### src/tmr_pkg.sv
// tmr_pkg: register map, reset values, field positions and timing constants
// for the temperature monitor register bank.
// assumes: byte-wide register port driven by a serial protocol engine.
package tmr_pkg;

  // read addresses
  localparam logic [7:0] RA_LOCAL_VAL = 8'h00;
  localparam logic [7:0] RA_REM_VAL_HI = 8'h01;
  localparam logic [7:0] RA_STATUS1 = 8'h02;
  localparam logic [7:0] RA_CFG1 = 8'h03;
  localparam logic [7:0] RA_RATE = 8'h04;
  localparam logic [7:0] RA_LOC_HI = 8'h05;
  localparam logic [7:0] RA_LOC_LO = 8'h06;
  localparam logic [7:0] RA_REM_HI_HB = 8'h07;
  localparam logic [7:0] RA_REM_LO_HB = 8'h08;
  localparam logic [7:0] RA_REM_VAL_LO = 8'h10;
  localparam logic [7:0] RA_STATUS2 = 8'h23;
  localparam logic [7:0] RA_CH2_VAL_HI = 8'h30;
  localparam logic [7:0] RA_CH2_VAL_LO = 8'h33;
  localparam logic [7:0] RA_PART_ID = 8'h3D;
  localparam logic [7:0] RA_MAKER_ID = 8'h3E;
  // write addresses that differ from the read ones
  localparam logic [7:0] WA_CFG1 = 8'h09;
  localparam logic [7:0] WA_RATE = 8'h0A;
  localparam logic [7:0] WA_LOC_HI = 8'h0B;
  localparam logic [7:0] WA_LOC_LO = 8'h0C;
  localparam logic [7:0] WA_REM_HI_HB = 8'h0D;
  localparam logic [7:0] WA_REM_LO_HB = 8'h0E;
  localparam logic [7:0] WA_ONE_SHOT = 8'h0F;
  // same address for read and write
  localparam logic [7:0] A_REM_OFS_HI = 8'h11;
  localparam logic [7:0] A_REM_OFS_LO = 8'h12;
  localparam logic [7:0] A_REM_HI_LB = 8'h13;
  localparam logic [7:0] A_REM_LO_LB = 8'h14;
  localparam logic [7:0] A_REM_OT = 8'h19;
  localparam logic [7:0] A_LOC_OT = 8'h20;
  localparam logic [7:0] A_HYST = 8'h21;
  localparam logic [7:0] A_FILT = 8'h22;
  localparam logic [7:0] A_CFG2 = 8'h24;
  localparam logic [7:0] A_CH2_HI_HB = 8'h31;
  localparam logic [7:0] A_CH2_LO_HB = 8'h32;
  localparam logic [7:0] A_CH2_OFS_HI = 8'h34;
  localparam logic [7:0] A_CH2_OFS_LO = 8'h35;
  localparam logic [7:0] A_CH2_HI_LB = 8'h36;
  localparam logic [7:0] A_CH2_LO_LB = 8'h37;
  localparam logic [7:0] A_CH2_OT = 8'h39;

  // storage slots of the writable registers
  localparam int unsigned NSLOT = 22;
  localparam logic [4:0] S_CFG1 = 5'h00;
  localparam logic [4:0] S_RATE = 5'h01;
  localparam logic [4:0] S_LHI = 5'h02;
  localparam logic [4:0] S_LLO = 5'h03;
  localparam logic [4:0] S_R1HH = 5'h04;
  localparam logic [4:0] S_R1LH = 5'h05;
  localparam logic [4:0] S_R1OH = 5'h06;
  localparam logic [4:0] S_R1OL = 5'h07;
  localparam logic [4:0] S_R1HL = 5'h08;
  localparam logic [4:0] S_R1LL = 5'h09;
  localparam logic [4:0] S_R1OT = 5'h0A;
  localparam logic [4:0] S_LOT = 5'h0B;
  localparam logic [4:0] S_HYST = 5'h0C;
  localparam logic [4:0] S_FILT = 5'h0D;
  localparam logic [4:0] S_CFG2 = 5'h0E;
  localparam logic [4:0] S_R2HH = 5'h0F;
  localparam logic [4:0] S_R2LH = 5'h10;
  localparam logic [4:0] S_R2OH = 5'h11;
  localparam logic [4:0] S_R2OL = 5'h12;
  localparam logic [4:0] S_R2HL = 5'h13;
  localparam logic [4:0] S_R2LL = 5'h14;
  localparam logic [4:0] S_R2OT = 5'h15;
  // values after reset, indexed by slot
  localparam logic [7:0] RST_VAL [NSLOT] = '{
    8'h00, 8'h07, 8'h55, 8'h00, 8'h55, 8'h00, 8'h00, 8'h00, 8'h00, 8'h00, 8'h55,
    8'h55, 8'h0A, 8'h01, 8'h00, 8'h55, 8'h00, 8'h00, 8'h00, 8'h00, 8'h00, 8'h55};
  localparam logic [7:0] RST_MEAS = 8'h00;

  // field positions
  localparam int unsigned CFG1_ALT_BIT = 3;
  localparam int unsigned CFG1_STANDBY_BIT = 6;
  localparam int unsigned FILT_SCL_BIT = 7;
  localparam int unsigned FILT_SDA_BIT = 6;
  localparam int unsigned FILT_MASK_LOC_BIT = 5;
  localparam logic [7:0] FILT_WR_MASK = 8'hEF;
  localparam int unsigned NLIM = 6;

  // bus timeout
  localparam int unsigned TIMEOUT_MS = 25;
  localparam int unsigned CLK_KHZ = 200000;
  localparam int unsigned TIMEOUT_CYC = TIMEOUT_MS * CLK_KHZ;

  // one measurement set from the conversion engine
  typedef struct packed {
    logic [7:0] local_val;
    logic [7:0] r1_hi;
    logic [7:0] r1_lo;
    logic [7:0] r2_hi;
    logic [7:0] r2_lo;
  } tmr_meas_t;

endpackage

### src/tmr_regbank.sv
// tmr_regbank: register bank, one-shot trigger, fault count filter and bus
// timeout watchdog of a three channel temperature monitor.
// assumes: a protocol engine on clk_i delivers pointer, write and read
// strobes; scl/sda arrive raw from the pins; measurements come as pulses.
//
// What this block does
// - standby write to one-shot address starts conversion
// - one-shot address stores nothing, data ignored
// - fault count field decodes 1 to 4
// - default one fault, four at most
// - bit 7 enables clock-line timeout, resets 0
// - bit 6 enables data-line timeout, resets 0
// - bit 5 masks local limit alarms
// - bit 4 reserved, no function
// - rate register read 0x04, written 0x0A
// - local limits split read/write addresses, defaults
// - remote limit high bytes split addresses
// - shared remote addresses follow configuration bit 3
// - remote low value byte is read-only
// - hysteresis at 0x21 resets to 0x0A
// - filter register at 0x22 resets to 0x01
// - second status read-only at 0x23
// - channel 2 dedicated addresses, value bytes read-only
// - enabled timeout abandons idle transaction after 25 ms
// - bit 3 redirects offsets to channel 2
`timescale 1ns/100ps
`default_nettype none

module tmr_regbank #(
  parameter int unsigned TIMEOUT_CYC = tmr_pkg::TIMEOUT_CYC,
  parameter logic [7:0] PART_ID = 8'h5A, // arbitrary value
  parameter logic [7:0] MAKER_ID = 8'h3C // arbitrary value
) (
  // clock and reset
  input wire logic clk_i,
  input wire logic rstn_i,
  // register port from the protocol engine
  input wire logic ptr_wr_i,
  input wire logic wr_i,
  input wire logic rd_i,
  input wire logic [7:0] wdata_i,
  output logic [7:0] rdata_o,
  output logic rvalid_o,
  // bus pins and transaction state
  input wire logic scl_i,
  input wire logic sda_i,
  input wire logic bus_busy_i,
  output logic bus_abort_o,
  // measurement engine
  input wire logic meas_valid_i,
  input wire tmr_pkg::tmr_meas_t meas_i,
  input wire logic [7:0] status_first_i,
  input wire logic [7:0] status_second_i,
  output logic conv_start_o,
  output logic [7:0] rate_sel_o,
  output logic [7:0] config_first_o,
  output logic [7:0] hysteresis_o,
  // filtered limit alarm
  output logic fault_alert_o
);

  // register map lookup: returns {hit, slot}, write addresses when is_wr
  function automatic logic [5:0] map_addr(input logic [7:0] a, input logic alt,
                                          input logic is_wr);
    logic [5:0] r;
    r = 6'h00;
    if (a == (is_wr ? tmr_pkg::WA_CFG1 : tmr_pkg::RA_CFG1)) r = {1'b1, tmr_pkg::S_CFG1};
    if (a == (is_wr ? tmr_pkg::WA_RATE : tmr_pkg::RA_RATE)) r = {1'b1, tmr_pkg::S_RATE};
    if (a == (is_wr ? tmr_pkg::WA_LOC_HI : tmr_pkg::RA_LOC_HI)) r = {1'b1, tmr_pkg::S_LHI};
    if (a == (is_wr ? tmr_pkg::WA_LOC_LO : tmr_pkg::RA_LOC_LO)) r = {1'b1, tmr_pkg::S_LLO};
    if (a == (is_wr ? tmr_pkg::WA_REM_HI_HB : tmr_pkg::RA_REM_HI_HB))
      r = {1'b1, alt ? tmr_pkg::S_R2HH : tmr_pkg::S_R1HH};
    if (a == (is_wr ? tmr_pkg::WA_REM_LO_HB : tmr_pkg::RA_REM_LO_HB))
      r = {1'b1, alt ? tmr_pkg::S_R2LH : tmr_pkg::S_R1LH};
    unique case (a)
      tmr_pkg::A_REM_OFS_HI: r = {1'b1, alt ? tmr_pkg::S_R2OH : tmr_pkg::S_R1OH};
      tmr_pkg::A_REM_OFS_LO: r = {1'b1, alt ? tmr_pkg::S_R2OL : tmr_pkg::S_R1OL};
      tmr_pkg::A_REM_HI_LB: r = {1'b1, alt ? tmr_pkg::S_R2HL : tmr_pkg::S_R1HL};
      tmr_pkg::A_REM_LO_LB: r = {1'b1, alt ? tmr_pkg::S_R2LL : tmr_pkg::S_R1LL};
      tmr_pkg::A_REM_OT: r = {1'b1, alt ? tmr_pkg::S_R2OT : tmr_pkg::S_R1OT};
      tmr_pkg::A_LOC_OT: r = {1'b1, tmr_pkg::S_LOT};
      tmr_pkg::A_HYST: r = {1'b1, tmr_pkg::S_HYST};
      tmr_pkg::A_FILT: r = {1'b1, tmr_pkg::S_FILT};
      tmr_pkg::A_CFG2: r = {1'b1, tmr_pkg::S_CFG2};
      tmr_pkg::A_CH2_HI_HB: r = {1'b1, tmr_pkg::S_R2HH};
      tmr_pkg::A_CH2_LO_HB: r = {1'b1, tmr_pkg::S_R2LH};
      tmr_pkg::A_CH2_OFS_HI: r = {1'b1, tmr_pkg::S_R2OH};
      tmr_pkg::A_CH2_OFS_LO: r = {1'b1, tmr_pkg::S_R2OL};
      tmr_pkg::A_CH2_HI_LB: r = {1'b1, tmr_pkg::S_R2HL};
      tmr_pkg::A_CH2_LO_LB: r = {1'b1, tmr_pkg::S_R2LL};
      tmr_pkg::A_CH2_OT: r = {1'b1, tmr_pkg::S_R2OT};
      default: ;
    endcase
    return r;
  endfunction

  logic [7:0] ptr_reg, ptr_next;
  logic [7:0] rw_reg [tmr_pkg::NSLOT];
  logic [7:0] rw_next [tmr_pkg::NSLOT];
  tmr_pkg::tmr_meas_t val_reg, val_next;
  logic [7:0] rdata_reg, rdata_next;
  logic rvalid_reg, rvalid_next;
  logic conv_reg, conv_next;
  logic alt_sel;
  logic [5:0] wmap, rmap;

  assign alt_sel = rw_reg[tmr_pkg::S_CFG1][tmr_pkg::CFG1_ALT_BIT];
  assign wmap = map_addr(ptr_reg, alt_sel, 1'b1);
  assign rmap = map_addr(ptr_reg, alt_sel, 1'b0);

  // pointer, register writes, one-shot strobe and read answer
  always_comb begin
    ptr_next = ptr_wr_i ? wdata_i : ptr_reg;
    rw_next = rw_reg;
    // value bytes have no write address, so only the engine updates them
    val_next = meas_valid_i ? meas_i : val_reg;
    if (wr_i && wmap[5]) begin
      if (wmap[4:0] == tmr_pkg::S_FILT) begin
        rw_next[wmap[4:0]] = wdata_i & tmr_pkg::FILT_WR_MASK;
      end else begin
        rw_next[wmap[4:0]] = wdata_i;
      end
    end
    // the strobe is the whole effect: no slot is mapped to this address
    conv_next = wr_i && (ptr_reg == tmr_pkg::WA_ONE_SHOT)
                && rw_reg[tmr_pkg::S_CFG1][tmr_pkg::CFG1_STANDBY_BIT];
    rvalid_next = rd_i;
    rdata_next = rdata_reg;
    if (rd_i) begin
      unique case (ptr_reg)
        tmr_pkg::RA_LOCAL_VAL: rdata_next = val_reg.local_val;
        tmr_pkg::RA_REM_VAL_HI: rdata_next = alt_sel ? val_reg.r2_hi : val_reg.r1_hi;
        tmr_pkg::RA_REM_VAL_LO: rdata_next = alt_sel ? val_reg.r2_lo : val_reg.r1_lo;
        tmr_pkg::RA_CH2_VAL_HI: rdata_next = val_reg.r2_hi;
        tmr_pkg::RA_CH2_VAL_LO: rdata_next = val_reg.r2_lo;
        tmr_pkg::RA_STATUS1: rdata_next = status_first_i;
        tmr_pkg::RA_STATUS2: rdata_next = status_second_i;
        tmr_pkg::RA_PART_ID: rdata_next = PART_ID;
        tmr_pkg::RA_MAKER_ID: rdata_next = MAKER_ID;
        default: rdata_next = rmap[5] ? rw_reg[rmap[4:0]] : 8'h00;
      endcase
    end
  end

  // register stage; slots take their power-on values under reset
  always_ff @(posedge clk_i) begin
    if (!rstn_i) begin
      ptr_reg <= 8'h00;
      for (int i = 0; i < tmr_pkg::NSLOT; i++) begin
        rw_reg[i] <= tmr_pkg::RST_VAL[i];
      end
      val_reg <= {5{tmr_pkg::RST_MEAS}};
      rdata_reg <= 8'h00;
      rvalid_reg <= 1'b0;
      conv_reg <= 1'b0;
    end else begin
      ptr_reg <= ptr_next;
      rw_reg <= rw_next;
      val_reg <= val_next;
      rdata_reg <= rdata_next;
      rvalid_reg <= rvalid_next;
      conv_reg <= conv_next;
    end
  end

  // fault filtering: one saturating counter per limit
  logic [7:0] filt;
  logic [2:0] thr;
  logic [2:0] cnt_reg [tmr_pkg::NLIM];
  logic [2:0] cnt_next [tmr_pkg::NLIM];
  logic [tmr_pkg::NLIM-1:0] oor;
  logic alert_reg, alert_next;

  assign filt = rw_reg[tmr_pkg::S_FILT];

  always_comb begin
    // odd patterns fall back to a single fault
    unique case (filt[3:1])
      3'h1: thr = 3'h2;
      3'h3: thr = 3'h3;
      3'h7: thr = 3'h4;
      default: thr = 3'h1;
    endcase
    // high limits trip above, low limits trip at or below
    oor[0] = meas_i.local_val > rw_reg[tmr_pkg::S_LHI];
    oor[1] = meas_i.local_val <= rw_reg[tmr_pkg::S_LLO];
    oor[2] = meas_i.r1_hi > rw_reg[tmr_pkg::S_R1HH];
    oor[3] = meas_i.r1_hi <= rw_reg[tmr_pkg::S_R1LH];
    oor[4] = meas_i.r2_hi > rw_reg[tmr_pkg::S_R2HH];
    oor[5] = meas_i.r2_hi <= rw_reg[tmr_pkg::S_R2LH];
    alert_next = 1'b0;
    for (int i = 0; i < tmr_pkg::NLIM; i++) begin
      cnt_next[i] = cnt_reg[i];
      if (meas_valid_i) begin
        if (!oor[i]) cnt_next[i] = 3'h0;
        else if (cnt_reg[i] < 3'h4) cnt_next[i] = cnt_reg[i] + 3'h1;
      end
      // local limits are slots 0 and 1
      if (cnt_next[i] >= thr && !(i < 2 && filt[tmr_pkg::FILT_MASK_LOC_BIT])) begin
        alert_next = 1'b1;
      end
    end
  end

  always_ff @(posedge clk_i) begin
    if (!rstn_i) begin
      for (int i = 0; i < tmr_pkg::NLIM; i++) cnt_reg[i] <= 3'h0;
      alert_reg <= 1'b0;
    end else begin
      cnt_reg <= cnt_next;
      alert_reg <= alert_next;
    end
  end

  // bus timeout watchdog: pins pass three flops, change accepted on 2nd == 3rd
  logic [2:0] scl_sync, sda_sync;
  logic scl_st_reg, scl_st_next, sda_st_reg, sda_st_next;
  logic [22:0] tcnt_reg, tcnt_next;
  logic abort_reg, abort_next;
  logic activity, watch;

  always_comb begin
    scl_st_next = (scl_sync[1] == scl_sync[2]) ? scl_sync[2] : scl_st_reg;
    sda_st_next = (sda_sync[1] == sda_sync[2]) ? sda_sync[2] : sda_st_reg;
    watch = filt[tmr_pkg::FILT_SCL_BIT] || filt[tmr_pkg::FILT_SDA_BIT];
    activity = (filt[tmr_pkg::FILT_SCL_BIT] && (scl_st_next != scl_st_reg))
               || (filt[tmr_pkg::FILT_SDA_BIT] && (sda_st_next != sda_st_reg));
    abort_next = 1'b0;
    tcnt_next = tcnt_reg + 23'h1;
    // counting only inside a transaction keeps an idle bus from tripping it
    if (!bus_busy_i || !watch || activity) begin
      tcnt_next = 23'h0;
    end else if (tcnt_reg == 23'(TIMEOUT_CYC - 1)) begin
      tcnt_next = 23'h0;
      abort_next = 1'b1;
    end
  end

  always_ff @(posedge clk_i) begin
    if (!rstn_i) begin
      scl_sync <= 3'h7;
      sda_sync <= 3'h7;
      scl_st_reg <= 1'b1;
      sda_st_reg <= 1'b1;
      tcnt_reg <= 23'h0;
      abort_reg <= 1'b0;
    end else begin
      scl_sync <= {scl_sync[1:0], scl_i};
      sda_sync <= {sda_sync[1:0], sda_i};
      scl_st_reg <= scl_st_next;
      sda_st_reg <= sda_st_next;
      tcnt_reg <= tcnt_next;
      abort_reg <= abort_next;
    end
  end

  // outputs straight from flops
  assign rdata_o = rdata_reg;
  assign rvalid_o = rvalid_reg;
  assign conv_start_o = conv_reg;
  assign bus_abort_o = abort_reg;
  assign fault_alert_o = alert_reg;
  assign rate_sel_o = rw_reg[tmr_pkg::S_RATE];
  assign config_first_o = rw_reg[tmr_pkg::S_CFG1];
  assign hysteresis_o = rw_reg[tmr_pkg::S_HYST];
endmodule

`default_nettype wire

### config.mk
export PLATFORM = sky130hd
export DESIGN_NAME = tmr_regbank
export DESIGN_NICKNAME = d
export VERILOG_FILES = /design/src/tmr_pkg.sv /design/src/tmr_regbank.sv
export SDC_FILE = /design/constraint.sdc
export NUM_CORES = 1
export LEC_CHECK = 0
export ABC_AREA = 1
export BUFFER_PORTS_ARGS = -buffer_cell sky130_fd_sc_hd__buf_2
export CAP_MARGIN = 25
export CORE_ASPECT_RATIO = 0.5
export CORE_MARGIN = 3
export CORE_UTILIZATION = 60
export CTS_CLUSTER_DIAMETER = 50
export CTS_CLUSTER_SIZE = 30
export DETAILED_ROUTE_END_ITERATION = 16
export HOLD_SLACK_MARGIN = 0.02
export PLACE_DENSITY_LB_ADDON = 0.25
export SLEW_MARGIN = 20
export SYNTH_ARGS = -nofsm -noshare
export SYNTH_HDL_FRONTEND = slang
export SYNTH_SLANG_ARGS = --single-unit
### constraint.sdc
create_clock -name clk_i -period 2.7 [get_ports clk_i]
set_input_delay 0.27 -clock clk_i [delete_from_list [all_inputs] [get_ports clk_i]]
set_output_delay 0.27 -clock clk_i [all_outputs]
set_load 0.03 [all_outputs]
==> out/qor.yml <==
drc: 0
tightest_slew_ps: 913
synthesis.nets: 2369
intPower_mw: 6.46
ir_drop_mv: 0.348
fp-row-count: 40
finClkSkew_ps: 34.2
cts_buffer_depth: 3
nFillCells: 1934
period_minus_slack_ps: 2660
synth-compound-area-share: 0.201
setup.worst_path.start_class: "flip-flop"
chipHeight_um: 120
htreeDepth: 1
ant_nets: 0
post_synth.cell_area_avg_um2: 6.97
areaGrowthSynthToFinish_pct: 17.6
fmax_mhz: 376
start_util: 0.628
netlist.area_leader.share: 0.368
clk_pin_slew_ps: 110
slew_viol_final: 0
antenna_found_initial: 2
grt_max_degree: 128
timing.critical_path.mode_cell: "buf_4"
finalSetupViolCount: 0
netSwitchingPower_mw: 3.25
io_pins: 109
insertion_delay_ps: 540
min_path_type: "primary input to flip-flop"
clock_sinks: 285
maxSlewHeadroom: 0.388
critPathMaxFanout: 6
yosysSeqAreaShare: 0.368
synthCells: 2223
root_buffer: "clkbuf_16"
core-area_um2: 24700
routed_wirelength_um: 50000
synthTopCellsByArea: "dfxtp_1 (37%), nand2_1 (10%), o21ai_0 (7.5%), a21oi_1 (7.2%), inv_1 (6.3%)"
die_area_um2: 27900
synth_top_area_cell: "dfxtp_1"
slowest_stage: "dfxtp_1"
slowest_delay_ps: 340
routed_via_density: 5.90
dp_hpwl_um: 35000
port_buffers: 108
globalplace.congestion: 0.985
swShare: 0.335
drive_gt1_frac: 0.185
pwr-share-comb: 0.229
drtPass1Iterations: 9
layout_common_cells: "nand2_1 (410), dfxtp_1 (272), inv_1 (256)"
crit_family: "simple AND/OR/NAND/NOR gates"
end_kind: "flip-flop"
fin_crit_sh: 0.985
grt_overflow: 0
grt_pass1_wl_um: 74900
pwr-share-clk: 0.322
post_drt_wl_per_cell_um: 18.4
cts_buffers: 17
yosys_warnings: 0
multi_input_area_um2: 8370
finalSetupTns_ps: 0
utilization: 0.739
yosysUniqueCellTypes: 52
seq_area_um2: 5730
total_power_mw: 9.71
crit_buf_inv: 6
synthAdderAreaFrac: 0.0589
finalHoldViolCount: 0
synth_top_family_by_area: "simple AND/OR/NAND/NOR gates"
cp_data_required_time_ps: 3150
grt_pass1_vias: 13896
grtUsageTotal: 0.338
die_w_um: 233
crit_chain: "inv_1, nand2_4, nor2_2, buf_4, nand4_1, and2_1, o21ai_2, nand2_2, inv_2, nand3_2, nor2_2, buf_4, inv_1, buf_4, a21oi_1"
cellLeakagePower_nw: 8.07
final_common_cell: "nand2_1"
power.density_nw_per_um2: 533
num_vias: 16064
crit_type: "flip-flop to flip-flop"
first_iter_violations: 2201
synth.cell_area_um2: 15500
synthXorXnorAreaFrac: 0.00678
ys_seq_elements: 285
fin_nets: 2523
p_seq_frac: 0.450
yosys.area_share.simple: 0.250
synth.area.mux_share: 0.000646
status: "finished, final reports clean"
rsz0062_at_grt: "yes"
crit_arrival_ps: 3110
drv_cap: 0
cts_tree: "yes"
## metal layers
metal,part of all wire,vias up,global-route usage
met5,0.00026,-,0
met4,0.031,2,0.0853
met3,0.14,145,0.0866
met2,0.41,930,0.495
met1,0.42,7338,0.493
li1,-,7649,-
## cells by family (layout without fill, tap and decap cells)
family / after synthesis / after routing
buf+inv: 414 / 575
other cells: 0 / 1
mux: 1 / 1
xor+xnor: 12 / 12
compound gates: 576 / 576
simple gates: 862 / 865
fa+ha+maj: 73 / 73
flops: 285 / 285
## what timing repair did
action / in CTS / in global routing
cloned: 0 / 5
hold buffers: 10 / 0
pin swaps: 1 / 21
endpoints found under the setup margin: 9 / 150
setup buffers: 1 / 19
gates resized for setup: 5 / 115
endpoints found under the hold margin: 10 / 0
## worst paths after layout
kind | from | depth (start not counted) | end | slack [ps]
worst max register to register | ptr_reg[7] | 15 | flip-flop | 40
worst min-delay path | ptr_wr_i | 2 | ptr_reg[3] | 20
worst max-delay path | ptr_reg[7] | 15 | flip-flop | 40
worst min register to register | scl_sync[0] | 1 | scl_sync[1] | 420
## synth_stat cells (all sizes together)
cell type    n
xor2         4
dfxtp      285
nor2       197
nor3        25
nand4       51
a31o         1
nand2      440
o211ai      47
o21ai      273
a22o         1
nor4         8
nand3b       1
o22ai        3
ha          73
o2111ai      2
a221oi       8
a211oi       6
or2         11
a2111oi      3
a21boi       4
nand3      127
mux2i        1
a22oi        1
and2         1
xnor2        8
inv        275
nor3b        1
o21a         1
o211a        1
a21oi      224
buf         70
clkbuf      66
a41oi        1
clkinv       3
## power groups by stage
stage / clock network (mW) / registers [mW] / logic (mW)
final: 3.12 / 4.37 / 2.22
after detailed placement: 0 / 4.46 / 1.95
after CTS: 3.11 / 4.36 / 1.99
after global placement: 0 / 4.45 / 1.93
after floorplan: 0 / 4.46 / 1.20
after global routing: 3.27 / 4.38 / 2.38
## layout make-up
type / instances / area share
tap: 336 / 0.0231
antenna: 1 / 0.000137
sequential: 285 / 0.314
inverter: 278 / 0.0580
clock buffer: 17 / 0.0233
timing repair buffer: 268 / 0.112
multi-input combinational: 1527 / 0.459
clock inverter: 12 / 0.0109
## stage by stage
stage | worst slack, ps | cell area, µm² | instances | hold slack (ps)
CTS | 0.927 | 17600 | 2699 | 20.8
global route | -97.5 | 18200 | 2724 | 46.0
finish | 39.3 | 18200 | 2724 | 20.6
detailed placement | -95.7 | 16900 | 2659 | 397
floorplan | 440 | 15500 | 2223 | 377
global placement | -39.9 | 16900 | 2659 | 394
(Power assumes the default switching activity.)
